<file path="src/gbpm_pkg.sv">
package gbpm_pkg;

  // ---------------------------------------------------------------
  // Power modes
  // ---------------------------------------------------------------
  typedef enum logic [1:0]
  {
    GBPM_SLEEP  = 2'h0,
    GBPM_RTC    = 2'h1,
    GBPM_SEARCH = 2'h2,
    GBPM_TRACK  = 2'h3
  } gbpm_mode_t;

  // Controller phases: entry to sleep is staged
  typedef enum logic [1:0]
  {
    GBPM_RUN      = 2'h0,   // Steady in current mode
    GBPM_QUIESCE  = 2'h1,   // RF off, clocks stopping
    GBPM_GATESET  = 2'h2    // Supply gates moved to sleep levels
  } gbpm_phase_t;

  // ---------------------------------------------------------------
  // Clock-enable bundle
  // ---------------------------------------------------------------
  typedef struct packed
  {
    logic masterClkEn;    // Master clock running
    logic tickClkEn;      // Millisecond tick and peripheral clocks
    logic trackClkEn;     // Clocks used by tracking logic
    logic searchClkEn;    // Extra clocks used only while searching
  } gbpm_clk_t;

  // Supply and enable pin bundle
  typedef struct packed
  {
    logic coreSupplySwitchGate;   // High powers the switched core supply
    logic ioSupplySwitchGate;     // Low powers the switched I/O supply
    logic rfFrontendEnable;       // 1 enables the front end
    logic switchedRegionIoOn;     // I/O of switched region active
    logic porEnable;              // Power-on reset function armed
  } gbpm_pwr_t;

  // Pin levels
  localparam logic GBPM_CORE_GATE_SLEEP = 1'h0;
  localparam logic GBPM_CORE_GATE_ON    = 1'h1;
  localparam logic GBPM_IO_GATE_SLEEP   = 1'h1;
  localparam logic GBPM_IO_GATE_ON      = 1'h0;
  localparam logic GBPM_RF_DISABLE      = 1'h0;
  localparam logic GBPM_RF_ENABLE       = 1'h1;

  // Mode on leaving reset
  localparam gbpm_mode_t GBPM_RESET_MODE = GBPM_RTC;

endpackage

</file>
<file path="src/gbpm_power_modes.sv">
`timescale 1ns/100ps
// Function
// - Sleep removes switched power, I/O off
// - Sleep stops master and all clocks
// - Sleep: RF off, power-on reset disabled
// - Receive-line falling edge wakes into RTC
// - RTC: both supplies on, track and search clocks gated
// - RTC: RF off, only master and tick/peripheral clocks
// - Search: all clocks, RF on
// - Track: RF on, subset of clocks
// - Awake modes change only by host command; sleep exits on the receive line
// - Core gate low sleep, high otherwise
// - I/O gate high sleep, low otherwise
// - RF enable 0 off, 1 on
module gbpm_power_modes
(
  // Clock and reset
  input  wire logic                  clk,
  input  wire logic                  rst_n,
  // Host mode command, same clock domain
  input  wire logic                  hostModeValid,
  input  wire gbpm_pkg::gbpm_mode_t  hostMode,
  // UART receive pin, asynchronous
  input  wire logic                  uartRx,
  // Mode and power outputs
  output gbpm_pkg::gbpm_mode_t       modeState,
  output gbpm_pkg::gbpm_pwr_t        pwrCtl,
  output gbpm_pkg::gbpm_clk_t        clkCtl
);

  // -------------------------------------------------------------
  // Receive-line synchroniser
  // -------------------------------------------------------------
  logic rxMeta_r;    // First stage, read only by rxSync_r
  logic rxSync_r;    // Second stage
  logic rxPrev_r;    // Delayed copy for edge detect
  logic rxFall;      // Falling edge seen

  // Two flops before any logic reads the pin
  always_ff @(posedge clk or negedge rst_n)
  begin
    if (!rst_n)
    begin
      rxMeta_r <= 1'h1;
      rxSync_r <= 1'h1;
      rxPrev_r <= 1'h1;
    end
    else
    begin
      rxMeta_r <= uartRx;
      rxSync_r <= rxMeta_r;
      rxPrev_r <= rxSync_r;
    end
  end

  // Idle-high line going low is the wake event
  assign rxFall = rxPrev_r && !rxSync_r;

  // -------------------------------------------------------------
  // Mode state machine
  // -------------------------------------------------------------
  gbpm_pkg::gbpm_mode_t  mode_r;     // Current mode
  gbpm_pkg::gbpm_mode_t  mode_nxt;
  gbpm_pkg::gbpm_phase_t phase_r;    // Sleep-entry staging
  gbpm_pkg::gbpm_phase_t phase_nxt;

  // Next mode and phase
  always_comb
  begin
    mode_nxt  = mode_r;
    phase_nxt = phase_r;
    unique case (phase_r)
      gbpm_pkg::GBPM_RUN:
      begin
        if (mode_r == gbpm_pkg::GBPM_SLEEP)
        begin
          // Only the receive line leaves sleep
          if (rxFall)
            mode_nxt = gbpm_pkg::GBPM_RTC;
        end
        else if (hostModeValid && hostMode != mode_r)
        begin
          // Host alone steers awake modes
          if (hostMode == gbpm_pkg::GBPM_SLEEP)
            phase_nxt = gbpm_pkg::GBPM_QUIESCE;
          else
            mode_nxt = hostMode;
        end
      end
      gbpm_pkg::GBPM_QUIESCE:
      begin
        // RF and clocks are already off; now move the gates
        phase_nxt = gbpm_pkg::GBPM_GATESET;
      end
      gbpm_pkg::GBPM_GATESET:
      begin
        mode_nxt  = gbpm_pkg::GBPM_SLEEP;
        phase_nxt = gbpm_pkg::GBPM_RUN;
      end
      default:
      begin
        // Unused phase code: fall back safely
        phase_nxt = gbpm_pkg::GBPM_RUN;
      end
    endcase
  end

  // Register mode and phase
  always_ff @(posedge clk or negedge rst_n)
  begin
    if (!rst_n)
    begin
      mode_r  <= gbpm_pkg::GBPM_RESET_MODE;
      phase_r <= gbpm_pkg::GBPM_RUN;
    end
    else
    begin
      mode_r  <= mode_nxt;
      phase_r <= phase_nxt;
    end
  end

  // -------------------------------------------------------------
  // Output decode
  // -------------------------------------------------------------
  gbpm_pkg::gbpm_pwr_t pwr_r;     // Registered so no glitch reaches pins
  gbpm_pkg::gbpm_pwr_t pwr_nxt;
  gbpm_pkg::gbpm_clk_t clk_r;
  gbpm_pkg::gbpm_clk_t clk_nxt;
  logic                sleeping;  // Sleep or staging into it
  logic                gateSleep; // Gates at sleep levels

  // Decode from next state so outputs align with mode_r
  always_comb
  begin
    sleeping  = (mode_nxt == gbpm_pkg::GBPM_SLEEP) ||
                (phase_nxt != gbpm_pkg::GBPM_RUN);
    gateSleep = (mode_nxt == gbpm_pkg::GBPM_SLEEP) ||
                (phase_nxt == gbpm_pkg::GBPM_GATESET);
    // Every field set on every path: no undefined state
    pwr_nxt.rfFrontendEnable = gbpm_pkg::GBPM_RF_DISABLE;
    clk_nxt = '0;
    unique case (mode_nxt)
      gbpm_pkg::GBPM_SEARCH:
      begin
        pwr_nxt.rfFrontendEnable = gbpm_pkg::GBPM_RF_ENABLE;
        clk_nxt = '{masterClkEn: 1'h1, tickClkEn: 1'h1,
                    trackClkEn: 1'h1, searchClkEn: 1'h1};
      end
      gbpm_pkg::GBPM_TRACK:
      begin
        pwr_nxt.rfFrontendEnable = gbpm_pkg::GBPM_RF_ENABLE;
        clk_nxt = '{masterClkEn: 1'h1, tickClkEn: 1'h1,
                    trackClkEn: 1'h1, searchClkEn: 1'h0};
      end
      gbpm_pkg::GBPM_RTC:
      begin
        // Master, ticks and peripherals only, RF stays off
        clk_nxt = '{masterClkEn: 1'h1, tickClkEn: 1'h1,
                    trackClkEn: 1'h0, searchClkEn: 1'h0};
      end
      gbpm_pkg::GBPM_SLEEP:
      begin
        clk_nxt = '0;
      end
    endcase
    if (sleeping)
    begin
      // Staging: RF and every clock off first
      pwr_nxt.rfFrontendEnable = gbpm_pkg::GBPM_RF_DISABLE;
      clk_nxt = '0;
    end
    // Supply gates move only once quiesced
    pwr_nxt.coreSupplySwitchGate = gateSleep ? gbpm_pkg::GBPM_CORE_GATE_SLEEP
                                             : gbpm_pkg::GBPM_CORE_GATE_ON;
    pwr_nxt.ioSupplySwitchGate   = gateSleep ? gbpm_pkg::GBPM_IO_GATE_SLEEP
                                             : gbpm_pkg::GBPM_IO_GATE_ON;
    pwr_nxt.switchedRegionIoOn   = !gateSleep;
    pwr_nxt.porEnable            = !gateSleep;
  end

  // Register outputs
  always_ff @(posedge clk or negedge rst_n)
  begin
    if (!rst_n)
    begin
      pwr_r <= '{coreSupplySwitchGate: gbpm_pkg::GBPM_CORE_GATE_ON,
                 ioSupplySwitchGate:   gbpm_pkg::GBPM_IO_GATE_ON,
                 rfFrontendEnable:     gbpm_pkg::GBPM_RF_DISABLE,
                 switchedRegionIoOn:   1'h1,
                 porEnable:            1'h1};
      clk_r <= '{masterClkEn: 1'h1, tickClkEn: 1'h1,
                 trackClkEn: 1'h0, searchClkEn: 1'h0};
    end
    else
    begin
      pwr_r <= pwr_nxt;
      clk_r <= clk_nxt;
    end
  end

  assign modeState = mode_r;
  assign pwrCtl    = pwr_r;
  assign clkCtl    = clk_r;

  // -------------------------------------------------------------
  // Assertions
  // -------------------------------------------------------------
  AST_SLEEP_PWR: assert property (@(posedge clk) disable iff (!rst_n)
    mode_r == gbpm_pkg::GBPM_SLEEP |-> !pwr_r.switchedRegionIoOn)
    else $error("Switched region I/O on in sleep");
  AST_SLEEP_CLK: assert property (@(posedge clk) disable iff (!rst_n)
    mode_r == gbpm_pkg::GBPM_SLEEP |-> clk_r == '0)
    else $error("Clock running in sleep");
  AST_SLEEP_RF: assert property (@(posedge clk) disable iff (!rst_n)
    mode_r == gbpm_pkg::GBPM_SLEEP |-> !pwr_r.rfFrontendEnable && !pwr_r.porEnable)
    else $error("RF or reset armed in sleep");
  AST_WAKE: assert property (@(posedge clk) disable iff (!rst_n)
    mode_r == gbpm_pkg::GBPM_SLEEP && rxFall |=> mode_r == gbpm_pkg::GBPM_RTC)
    else $error("No wake on receive edge");
  AST_RTC: assert property (@(posedge clk) disable iff (!rst_n)
    mode_r == gbpm_pkg::GBPM_RTC && phase_r == gbpm_pkg::GBPM_RUN |->
    clk_r.tickClkEn && !clk_r.trackClkEn && !pwr_r.rfFrontendEnable
    && pwr_r.coreSupplySwitchGate)
    else $error("Wrong RTC outputs");
  AST_SEARCH: assert property (@(posedge clk) disable iff (!rst_n)
    mode_r == gbpm_pkg::GBPM_SEARCH && phase_r == gbpm_pkg::GBPM_RUN |->
    clk_r.searchClkEn && pwr_r.rfFrontendEnable)
    else $error("Wrong search outputs");
  AST_TRACK: assert property (@(posedge clk) disable iff (!rst_n)
    mode_r == gbpm_pkg::GBPM_TRACK && phase_r == gbpm_pkg::GBPM_RUN |->
    !clk_r.searchClkEn && clk_r.trackClkEn && pwr_r.rfFrontendEnable)
    else $error("Wrong track outputs");
  AST_HOST_ONLY: assert property (@(posedge clk) disable iff (!rst_n)
    $past(mode_r) != gbpm_pkg::GBPM_SLEEP && $past(phase_r) == gbpm_pkg::GBPM_RUN
    && !$past(hostModeValid) |-> $stable(mode_r))
    else $error("Mode changed without host");
  AST_GATES: assert property (@(posedge clk) disable iff (!rst_n)
    pwr_r.coreSupplySwitchGate != pwr_r.ioSupplySwitchGate)
    else $error("Supply gates not opposite");
  AST_ENTRY_ORDER: assert property (@(posedge clk) disable iff (!rst_n)
    $fell(pwr_r.coreSupplySwitchGate) |-> $past(clk_r) == '0
    && !$past(pwr_r.rfFrontendEnable))
    else $error("Gates moved before quiesce");

  COV_WAKE:   cover property (@(posedge clk) disable iff (!rst_n)
    mode_r == gbpm_pkg::GBPM_SLEEP ##1 mode_r == gbpm_pkg::GBPM_RTC);
  COV_SLEEP:  cover property (@(posedge clk) disable iff (!rst_n)
    phase_r == gbpm_pkg::GBPM_QUIESCE ##2 mode_r == gbpm_pkg::GBPM_SLEEP);
  COV_SEARCH: cover property (@(posedge clk) disable iff (!rst_n)
    mode_r == gbpm_pkg::GBPM_SEARCH ##1 mode_r == gbpm_pkg::GBPM_TRACK);

endmodule

</file>
<file path="config.mk">
export PLATFORM = sky130hd
export DESIGN_NAME = gbpm_power_modes
export DESIGN_NICKNAME = d
export VERILOG_FILES = /design/src/gbpm_pkg.sv /design/src/gbpm_power_modes.sv
export SDC_FILE = /design/constraint.sdc
export NUM_CORES = 1
export LEC_CHECK = 0
export ABC_AREA = 1
export BUFFER_PORTS_ARGS = -buffer_cell sky130_fd_sc_hd__buf_2
export CORE_UTILIZATION = 40
export DETAILED_ROUTE_END_ITERATION = 7
export GPL_TIMING_DRIVEN = 0
export PLACE_DENSITY_LB_ADDON = 0.08
export SYNTH_ARGS = -nofsm -noshare
export SYNTH_HDL_FRONTEND = slang
export SYNTH_SLANG_ARGS = --single-unit
</file>
<file path="constraint.sdc">
create_clock -name clk -period 1.46 [get_ports clk]
set_input_delay 0.219 -clock clk [delete_from_list [all_inputs] [get_ports clk]]
set_output_delay 0.219 -clock clk [all_outputs]
set_load 0.01 [all_outputs]
</file>
==> metrics.md, run 1 <==
| Metric | Value |
|---|---|
| Outcome | complete, no violations |
| Detailed Route Iter0 Violations | 1 |
| Clock latency on the worst-skew pair | about 0.27 ns |
| Clk root buf | clkbuf_4 |
| Critical R2R Launch | modeState[0]$_DFF_PN1_ |
| Syn Area/Cell | just over 9 um^2 |
| Deepest clock path buffer count | 2 |
| Top cells by count, synth | nand2_1, inv_1, dfrtp_1, dfstp_2, nand2_2 |
| Peak VDD IR | 0.992 mV |
| Total GRT Usage | between 10% and 20% |
| Sequential area share after synthesis | 53.6% |
| Setup TNS | 0 ns |
| Endpoints failing setup | 0 |
| Tightest Pin Transition | between 0.2 and 0.3 ns |
| Mapped Area | 621 um^2 |
| Post-Route WL | 941 um |
| Count leader, synth | nand2_1 |
| Post-detail-place hpwl | ~740 um |
| Reg power frac | 36.1% |
| Via count | approximately 460 |
| CP Launch Type | flop |
| P_leak | approximately 0.43 nW |
| Total grt overflow | 0 |
| Pwr/cell area | between 2000 and 2500 nW/um^2 |
| Largest cells by area after synthesis | dfrtp_1, dfstp_2, nand2_1 |
| Initial antenna violation count | 0 |
| RD Place Congestion | roughly 0.67 |
| Ys Warns | 0 |
| Die H | 41.4 um |
| Post-synthesis cell type count | 18 |
| Worst Hold Endpoint | rxMeta_r$_DFF_PN1_ |
| Reg area | around 330 um^2 |
| Slew HR | 79.9% |
| Hold Crit Class | input port to flop |
| Die ar. | approximately 1700 um^2 |
| Peak Freq | between 0.6 and 0.7 GHz |
| Syn nets | between 70 and 80 |
| Gate power share | between 50 and 60% |
| Critical path capture point type | flop |
| Critical setup path kind | flop to flop |
| TritonRoute pass-1 iters | 2 |
| Number of max-cap violations | 0 |
| Clock Sinks | 13 |
| Top-area cell type share of the netlist area | roughly 28% |
| Clock skew | just over 0.005 ns |
| Min Clock Period, post-route | 1.44 ns |
| Max-slew violation total from the final report | 0 |
| Critical path fanouts, max | 5 |
| Register bit count reported by yosys | 13 |
| H-Tree Depth | 1 |
| Number of port buffers | 16 |
| Vias in the first global route | 359 |
| NetSw | approximately 630 uW |
| R2R Setup Slk | about 0.020 ns |
| Hold Path Origin | uartRx |
| Antenna Cells | 0 |
| Hold Fails Final Rpt | 0 |
| Post-synth top flop | dfrtp_1 |
| Core footprint | between 1000 and 1500 um^2 |
| Top-level port count | 17 |
| Area of the multi-input gates | approximately 220 um^2 |
| Post-synth EDFFs | 0 |
| CTS tree | yes |
| CTS clk-pin slew, worst paths | 0.08 ns |
| WL/cell | ~9 um |
| Pin count of the biggest net entering global routing | 14 |
| Ys async rst share | 100% |
| Worst Path Arrival | between 1.5 and 2 ns |
| Clock Power Share | 13.2% |
| Initial Util | 45.4% |
| First-pass GRT wire length | 1400 um |
| R2R Path End | pwrCtl[2]$_DFF_PN0_ |
| Share of cells above drive strength 1 | about half |
| Pint | 963 uW |
| Hold_ws | 0.0468 ns |
| # DRC | 0 |
| Switching Fraction | approximately 40% |
| Number of core rows | 13 |
| Nets | 96 |
| Die W | 41.4 um |
| Syn Inst Count | 67 |
| Worst Hold Depth | 1 |
| Fill cells | ~120 |
| Syn-to-layout area delta | 24.2% |
| CTS Buf Count | 3 |
| Cell depth of the worst flop-to-flop path | 11 |
| ANT nets after route | 0 |
| Vias per Instance | approximately 4.4 |
| Req. time, crit path | about 1.6 ns |
| Largest area contributor in the netlist | dfrtp_1 |
| RSZ-0062 raised after global routing | yes |
| Final period utilization | 98.6% |
==> how the worst max path moves through the flow <==
stage | startpoint | to | slack, ns | cells past startpoint
6_report | modeState[0]$_DFF_PN1_ | pwrCtl[2]$_DFF_PN0_ | 0.02 | 11
3_3_place_gp | modeState[0]$_DFF_PN1_ | pwrCtl[2]$_DFF_PN0_ | 0.03 | 11
3_5_place_dp | modeState[0]$_DFF_PN1_ | pwrCtl[2]$_DFF_PN0_ | 0.002 | 11
4_1_cts | modeState[0]$_DFF_PN1_ | pwrCtl[2]$_DFF_PN0_ | 0.01 | 11
5_1_grt | modeState[0]$_DFF_PN1_ | clkCtl[1]$_DFF_PN0_ | -0.08 | 11
2_1_floorplan | modeState[0]$_DFF_PN1_ | clkCtl[1]$_DFF_PN0_ | 0.08 | 11
==> cell usage in the layout, fill, tap and decap left out <==
cell type,netlist,routed
nand3_2,1,2
inv_1,11,11
dfstp_2,6,6
clkbuf_1,0,1
clkbuf_4,0,3
nand2_4,2,2
nand3_1,2,1
inv_4,1,1
nor2_1,3,3
inv_2,2,2
nor2_2,2,2
nand4_1,2,2
dfrtp_1,7,7
nand2_1,15,15
buf_2,0,16
nor2_4,1,1
or2_4,0,1
dlygate4sd3_1,0,1
buf_4,3,4
nand2_2,4,4
a21oi_1,3,3
nand3_4,1,1
==> state kept, by name, indices dropped and copies added, names as in the netlist <==
name,count
clkCtl,3
modeState,2
phase_r,2
pwrCtl,3
rxMeta_r,1
rxPrev_r,1
rxSync_r,1
==> cell type report <==
cell class	instances	area share, %
Timing Repair Buffer	18	12.7
Clock buffer	4	3.41
Inverter	14	7.14
Buffer	3	2.92
Tap cell	15	2.44
Sequential cell	13	43.2
Multi-Input combinational cell	37	28.2
==> stage by stage <==
stage	instance area, um^2	setup WS (ns)	power [mW]	utilization, %	cells
final	771	0.0205	1.60	56.4	104
after global routing	771	-0.0793	1.72	56.4	104
after CTS	763	0.0119	1.62	55.9	104
after detailed placement	719	0.00159	1.38	52.7	98
after global placement	719	0.0268	1.36	52.7	98
after floorplan	621	0.0762	1.16	-	67
==> worst max-delay path: stages, from the launching register on <==
cell     delay, ns
dfstp_2       0.57
inv_2         0.04
nand2_1       0.06
nand2_1       0.05
nand2_2       0.10
nand3_1       0.09
nand3_2       0.10
nand2_4       0.06
inv_4         0.07
nand3_4       0.07
nand2_4       0.08
nor2_2        0.03
==> what timing repair did <==
item | CTS | global route
hold buffers | 1 | 0
endpoints found under the hold margin | 7 | 0
setup endpoints to repair | 2 | 6
resized for setup | 0 | 2
pin swaps | 0 | 1
setup buffers | 1 | 0
==> power groups by stage <==
stage	registers (mW)	logic, mW	clock network [mW]
finish	0.578	0.809	0.211
floorplan	0.636	0.522	0
detailed placement	0.589	0.786	0
global placement	0.585	0.780	0
global route	0.595	0.901	0.229
CTS	0.579	0.816	0.222
==> cells by family after synthesis <==
kind of cell	synth area share, %
and+or+nand+nor	31.5
buffers and inverters	12.5
DFF	53.6
AOI/OAI and AO/OA	2.42
==> routing by layer <==
metal  vias to the layer above  wire length (um)  global-route usage (%)
li1                        242                 -                       -
met1                       206               402                    15.1
met2                         7               498                    21.9
met3                         2                32                    1.60
met4                         0                 6                    9.68
met5                         -                 0                       0
(Power assumes the default switching activity.)
==> inputs of run 2 (changes only) <==
- GPL_TIMING_DRIVEN: 0 -> default
==> run 2 against run 1 <==
Against the previous run:
- critical endpoint is now clkCtl[1]$_DFF_PN0_
- register-to-register slack about the same
- first-iteration DRC count rose to 5.0 times the previous value
- global-route usage down 0.57 points
- sequential power about the same
- via count down 4.2%
- largest cell class unchanged
- power down 5.2%
- non-clock buffer count down 4
- clock power about the same
- final cell count down 3.8%
==> metrics.md, run 2 (synthesized netlist as in run 1, its figures left out) <==
| Metric | Value |
|---|---|
| Cell depth of the worst flop-to-flop path | 11 (unchanged) |
| # DRC | 0 (unchanged) |
| Number of port buffers | 16 (unchanged) |
| NetSw | 620 uW (-2.3%) |
| Pin count of the biggest net entering global routing | 14 (unchanged) |
| Hold Fails Final Rpt | 0 (unchanged) |
| TritonRoute pass-1 iters | 4 (+2) |
| Max stage delay on crit path | 0.59 ns (+0.02 ns) |
| Die H | 41.4 um (unchanged) |
| Outcome | complete, no violations |
| Number of core rows | 13 (unchanged) |
| Total GRT Usage | 12.5% (-0.57 points) |
| Critical path fanouts, max | 6 (+1) |
| CTS Buf Count | 3 (unchanged) |
| Post-Route WL | 925 um (-1.7%) |
| Vias in the first global route | 363 (+1.1%) |
| Critical R2R Launch | modeState[0]$_DFF_PN1_ |
| R2R Path End | clkCtl[1]$_DFF_PN0_ |
| Pwr/cell area | 2070 nW/um^2 (-0.40%) |
| Reg power frac | 38.1% (+2.0 points) |
| Via count | 438 (-4.2%) |
| Clk root buf | clkbuf_4 |
| Max-slew violation total from the final report | 0 (unchanged) |
| Req. time, crit path | 1.63 ns (about the same) |
| Critical path capture point type | flop |
| Worst Hold Depth | 1 (unchanged) |
| Syn-to-layout area delta | 18.1% |
| Peak Freq | 0.690 GHz (-0.60%) |
| Post-detail-place hpwl | 731 um (-1.1%) |
| Final period utilization | 99.2% (+0.60 points) |
| Antenna Cells | 0 (unchanged) |
| R2R Setup Slk | 0.01 ns (about the same) |
| Slew HR | 81.4% (+1.4 points) |
| Endpoints failing setup | 0 (unchanged) |
| Nets | 92 (-4.2%) |
| Worst Path Arrival | 1.62 ns (about the same) |
| Switching Fraction | 41.0% (+1.3 points) |
| WL/cell | 9.25 um (+2.2%) |
| Clock skew | 0.00256 ns (-0.00250 ns) |
| Total grt overflow | 0 (unchanged) |
| Min Clock Period, post-route | 1.45 ns (+0.00871 ns) |
| Hold Path Origin | uartRx |
| Pint | 894 uW (-7.2%) |
| CTS clk-pin slew, worst paths | 0.08 ns (about the same) |
| Worst Hold Endpoint | rxMeta_r$_DFF_PN1_ |
| ANT nets after route | 0 (unchanged) |
| Util after Layout | 53.7% (-2.7 points) |
| Die W | 41.4 um (unchanged) |
| Commonest non-fill, non-tap cell in the layout | buf_2 |
| Hold_ws | 0.0469 ns (+0.000102 ns) |
| Clock Power Share | 14.0% (+0.8 points) |
| Pre-CTS setup slack | 0.00618 ns (+0.00459 ns) |
| CTS tree | yes |
| Number of max-cap violations | 0 (unchanged) |
| Critical setup path kind | flop to flop |
| Dpl cells | 95 (-3.1%) |
| CP Cell Sequence | inv_2, nand2_1, nand2_1, nand2_2, nand3_1, nand3_2, nand2_4, inv_4, nand3_4, nand2_4, nor2_2 |
| CP Launch Type | flop |
| Top-level port count | 17 (unchanged) |
| Core footprint | 1370 um^2 (unchanged) |
| Peak VDD IR | 1.00 mV (+0.79%) |
| Tightest Pin Transition | 0.279 ns (-0.0211 ns) |
| Clock Sinks | 13 (unchanged) |
| Commonest non-fill, non-tap cells in the layout | buf_2, nand2_1, inv_1 |
| Detailed Route Iter0 Violations | 5 (+4) |
| Initial Util | 45.4% (unchanged) |
| Fin cells | 100 (-3.8%) |
| Vias per Instance | 4.38 (-0.32%) |
| Clock latency on the worst-skew pair | 0.27 ns (about the same) |
| Deepest clock path buffer count | 2 (unchanged) |
| Gate power share | 47.9% (-2.7 points) |
| H-Tree Depth | 1 (unchanged) |
| Die ar. | 1710 um^2 (unchanged) |
| Fill cells | 131 (+5.6%) |
| PnR worst setup slack | 0.0117 ns (-0.00871 ns) |
| First-pass GRT wire length | 1350 um (-3.4%) |
| Power, Total | 1.51 mW (-5.2%) |
| Hold Crit Class | input port to flop |
| P_leak | 0.411 nW (-4.6%) |
| Share of cells above drive strength 1 | 48.2% (-2.3 points) |
| Crit-path slowest cell | dfstp_2 |
| RSZ-0062 raised after global routing | yes |
| Initial antenna violation count | 0 (unchanged) |
| RD Place Congestion | 0.663 (-0.82%) |
-- run 2: cell count changes in the layout (fill, tap and decap cells not counted) --
cell,change
buf_4,-4
inv_1,-1
inv_2,+1
nand3_1,+1
nand3_2,-1
or2_2,+1
or2_4,-1
-- run 2: layout make-up --
class	instances	area, um^2	area share [%]
inverter	14	55.1	7.51
sequential	13	333	45.4
timing repair buffer	17	90.1	12.3
tap	15	18.8	2.56
multi-input combinational	37	210	28.7
clock buffer	4	26.3	3.58
-- run 2: layer usage --
metal  vias to the layer above  track usage (%)  routed length (um)
met5                         -                0                   0
met4                         0             7.26                   6
met3                         2             1.60                  33
met2                         7             19.9                 441
met1                       197             16.2                 443
li1                        232                -                   -
-- run 2: power by group through the flow --
stage	logic, mW	registers, mW	clock network (mW)
floorplan	0.522	0.636	0
global placement	0.729	0.585	0
CTS	0.737	0.579	0.223
detailed placement	0.731	0.585	0
global route	0.824	0.593	0.232
finish	0.725	0.577	0.212
-- run 2: worst max-delay path by stage --
| stage | from | to | slack [ns] | cells after the start |
|---|---|---|---|---|
| 6_report | modeState[0]$_DFF_PN1_ | clkCtl[1]$_DFF_PN0_ | 0.01 | 11 |
| 5_1_grt | modeState[0]$_DFF_PN1_ | clkCtl[1]$_DFF_PN0_ | -0.11 | 12 |
| 4_1_cts | modeState[0]$_DFF_PN1_ | clkCtl[1]$_DFF_PN0_ | -0.006 | 11 |
| 3_5_place_dp | modeState[0]$_DFF_PN1_ | clkCtl[1]$_DFF_PN0_ | 0.006 | 11 |
| 3_3_place_gp | modeState[0]$_DFF_PN1_ | clkCtl[1]$_DFF_PN0_ | 0.03 | 11 |
| 2_1_floorplan | modeState[0]$_DFF_PN1_ | clkCtl[1]$_DFF_PN0_ | 0.08 | 11 |
-- run 2: stage by stage --
stage | area (um^2) | TNS (ns)
after global placement | 697 | 0
final | 733 | 0
after global routing | 733 | -0.525
after CTS | 733 | -0.00896
after floorplan | 621 | 0
after detailed placement | 697 | 0
-- run 2: worst max-delay path, delay by kind of cell, from the launching register on --
kind          cells  cell delay (ns)
buf+inv           2             0.12
flops             1             0.59
simple gates      9             0.64
-- run 2: what timing repair did --
| action | CTS | global route |
|---|---|---|
| endpoints found under the setup margin | 2 | 6 |
| hold buffers | 1 | 0 |
| pin swaps | 0 | 0 |
| buffers inserted | 0 | 0 |
| endpoints found under the hold margin | 7 | 0 |
| resized for setup | 0 | 1 |
==> inputs of run 3 (changes only) <==
- ABC_AREA: 1 -> 0
==> run 3 against run 2 <==
Against the previous run:
- first-iteration DRC count grew to 4.0 times the previous value
- clock skew increased by 0.0045 ns
- sequential power fell by 0.9%
- hold slack got worse by 0.011 ns
- via count down 3.2%
- critical path type unchanged
- highest routed layer is now met3
==> metrics.md, run 3 <==
| Metric | Value |
|---|---|
| Top-area cell type share of the netlist area | 31.7% (+3.4 points) |
| Syn Area/Cell | 11.1 um^2 (+19%) |
| Post-Route WL | 954 um (+3.1%) |
| Commonest non-fill, non-tap cells in the layout | buf_2, dfrtp_1, dfstp_2 |
| Post-detail-place hpwl | 697 um (-4.7%) |
| Util after Layout | 52.1% (-1.5 points) |
| Sequential area share after synthesis | 60.2% (+6.6 points) |
| CP Launch Type | flop |
| Nets | 75 (-18%) |
| Syn Inst Count | 50 (-25%) |
| H-Tree Depth | 1 (unchanged) |
| CTS Buf Count | 3 (unchanged) |
| Crit-path slowest cell | dfstp_2 |
| # DRC | 0 (unchanged) |
| Commonest non-fill, non-tap cell in the layout | buf_2 |
| Top cells by count, synth | dfrtp_1, dfstp_2, a21oi_1, nor2_1, nand2_1 |
| Pin count of the biggest net entering global routing | 14 (unchanged) |
| Slew HR | 74.4% (-7.0 points) |
| TritonRoute pass-1 iters | 4 (unchanged) |
| Peak VDD IR | 0.897 mV (-10%) |
| Die H | 39.2 um (-5.3%) |
| Fill cells | 127 (-3.1%) |
| Number of port buffers | 16 (unchanged) |
| CTS clk-pin slew, worst paths | 0.09 ns (about the same) |
| Hold_ws | 0.0362 ns (-0.0107 ns) |
| Number of core rows | 13 (unchanged) |
| Setup TNS | 0 ns (unchanged) |
| First-pass GRT wire length | 1500 um (+11%) |
| Post-synth top flop | dfrtp_1 |
| Outcome | complete, no violations |
| Finished Cell Area | 678 um^2 (-7.5%) |
| Die W | 39.2 um (-5.3%) |
| Peak Freq | 0.730 GHz (+5.8%) |
| Clock Sinks | 13 (unchanged) |
| Final period utilization | 93.8% (-5.4 points) |
| Largest area contributor in the netlist | dfrtp_1 |
| Detailed Route Iter0 Violations | 20 (+15) |
| Count leader, synth | dfrtp_1 |
| Min Clock Period, post-route | 1.37 ns (-0.0788 ns) |
| WL/cell | 11.5 um (+24%) |
| Post-CTS repair timing setup buffer count | 0 (unchanged) |
| Initial Util | 42.5% (-2.9 points) |
| P_leak | 0.324 nW (-21%) |
| Total grt overflow | 0 (unchanged) |
| Mapped Area | 553 um^2 (-11%) |
| Worst Path Arrival | 1.57 ns (-0.05 ns) |
| Critical setup path kind | flop to flop |
| Hold Crit Class | input port to flop |
| ANT nets after route | 0 (unchanged) |
| Register bit count reported by yosys | 13 (unchanged) |
| Share of cells above drive strength 1 | 48.5% (+0.29 points) |
| Placed cell area | 636 um^2 (-8.8%) |
| Clk root buf | clkbuf_4 |
| Ys async rst share | 100% (unchanged) |
| Critical path fanouts, max | 7 (+1) |
| Hold Fails Final Rpt | 0 (unchanged) |
| Fin cells | 83 (-17%) |
| Ys Warns | 0 (unchanged) |
| Die ar. | 1540 um^2 (-10%) |
| Initial antenna violation count | 0 (unchanged) |
| Total GRT Usage | 15.7% (+3.3 points) |
| PnR worst setup slack | 0.0905 ns (+0.0788 ns) |
| Largest cells by area after synthesis | dfrtp_1, dfstp_2, a21oi_1 |
| Via count | 424 (-3.2%) |
| Clock latency on the worst-skew pair | 0.28 ns (about the same) |
| RSZ-0062 raised after global routing | no |
| Antenna Cells | 0 (unchanged) |
| Max-slew violation total from the final report | 0 (unchanged) |
| Vias in the first global route | 371 (+2.2%) |
| Endpoints failing setup | 0 (unchanged) |
| Post-synthesis cell type count | 23 (+5) |
| CTS tree | yes |
| RD Place Congestion | 0.744 (+12%) |
| Number of max-cap violations | 0 (unchanged) |
| Max stage delay on crit path | 0.40 ns (-0.19 ns) |
| Syn nets | 56 (-23%) |
| Req. time, crit path | 1.66 ns (+0.03 ns) |
| Clock skew | 0.00710 ns (+0.00454 ns) |
| Power, Total | 1.38 mW (-8.8%) |
| Pre-CTS setup slack | 0.0777 ns (+0.0715 ns) |
| Critical path capture point type | flop |
| Top-level port count | 17 (unchanged) |
| Vias per Instance | 5.11 (+17%) |
| Tightest Pin Transition | 0.381 ns (+0.102 ns) |
| Syn-to-layout area delta | 22.6% |
| CP Cell Sequence | or2_4, o21ai_2, nor2_1, o22a_1, nor2b_1 |
| Post-synth EDFFs | 0 (unchanged) |
| Deepest clock path buffer count | 2 (unchanged) |
| Dpl cells | 78 (-18%) |
| Pwr/cell area | 2040 nW/um^2 (-1.4%) |
| Core footprint | 1300 um^2 (-4.8%) |
[run 3: cell count changes in the layout (fill, tap and decap cells not counted), sizes merged, moves of 2 or more]
| cell | delta |
|---|---|
| nor2b | +3 |
| inv | -13 |
| nand4 | -2 |
| a31o | +2 |
| buf | +2 |
| o21ai | +3 |
| nand3 | -3 |
| a21oi | +2 |
| nand2 | -17 |
[run 3: cell families after synthesis]
family	after synthesis	share of synthesized area, %
buf+inv	6	6.33
simple gates	19	18.6
compound gates	12	14.9
flops	13	60.2
[run 3: metal layers]
layer / part of all wire, % / GRT usage [%] / vias up
li1: - / - / 202
met1: 43 / 18.8 / 202
met2: 51 / 23.8 / 20
met3: 5.5 / 5.20 / 0
met4: 0 / 10.3 / 0
met5: 0 / 0 / -
[run 3: power breakdown]
group | switching (mW) | internal, mW | total (mW)
Combinational | 0.317 | 0.267 | 0.584
Sequential | 0.0631 | 0.509 | 0.572
Clock | 0.123 | 0.102 | 0.224
Total | 0.503 | 0.878 | 1.38
[run 3: layout make-up]
type                            instances  area (um^2)  area share, %
Clock buffer                            3         22.5           3.32
Clock inverter                          1         5.00          0.738
Inverter                                1         3.75          0.554
Multi-Input combinational cell         31          189           27.9
Sequential cell                        13          334           49.3
Tap cell                               15         18.8           2.77
Timing Repair Buffer                   19          105           15.5
[run 3: worst paths after layout]
kind | end | slack, ns | start | cells after the start
max in group asynchronous | rxSync_r$_DFF_PN1_ | 0.85 | rst_n | 2
worst min-delay path | rxMeta_r$_DFF_PN1_ | 0.04 | uartRx | 1
worst max register to register | clkCtl[0]$_DFF_PN0_ | 0.09 | modeState[0]$_DFF_PN1_ | 5
worst max-delay path | clkCtl[0]$_DFF_PN0_ | 0.09 | modeState[0]$_DFF_PN1_ | 5
worst min register to register | rxSync_r$_DFF_PN1_ | 0.36 | rxMeta_r$_DFF_PN1_ | 0
min in group asynchronous | pwrCtl[3]$_DFF_PN0_ | 0.33 | rst_n | 2
[run 3: repair_timing]
item,in CTS,in global routing
hold buffers,1,0
setup endpoints to repair,0,1
resized for setup,0,2
endpoints found under the hold margin,7,0
[run 3: critical path: cells and delay by family (launching register included)]
kind	cells	cell delay, ns
AO/OA/AOI/OAI	2	0.43
flip-flops	1	0.40
AND/OR/NAND/NOR	3	0.46
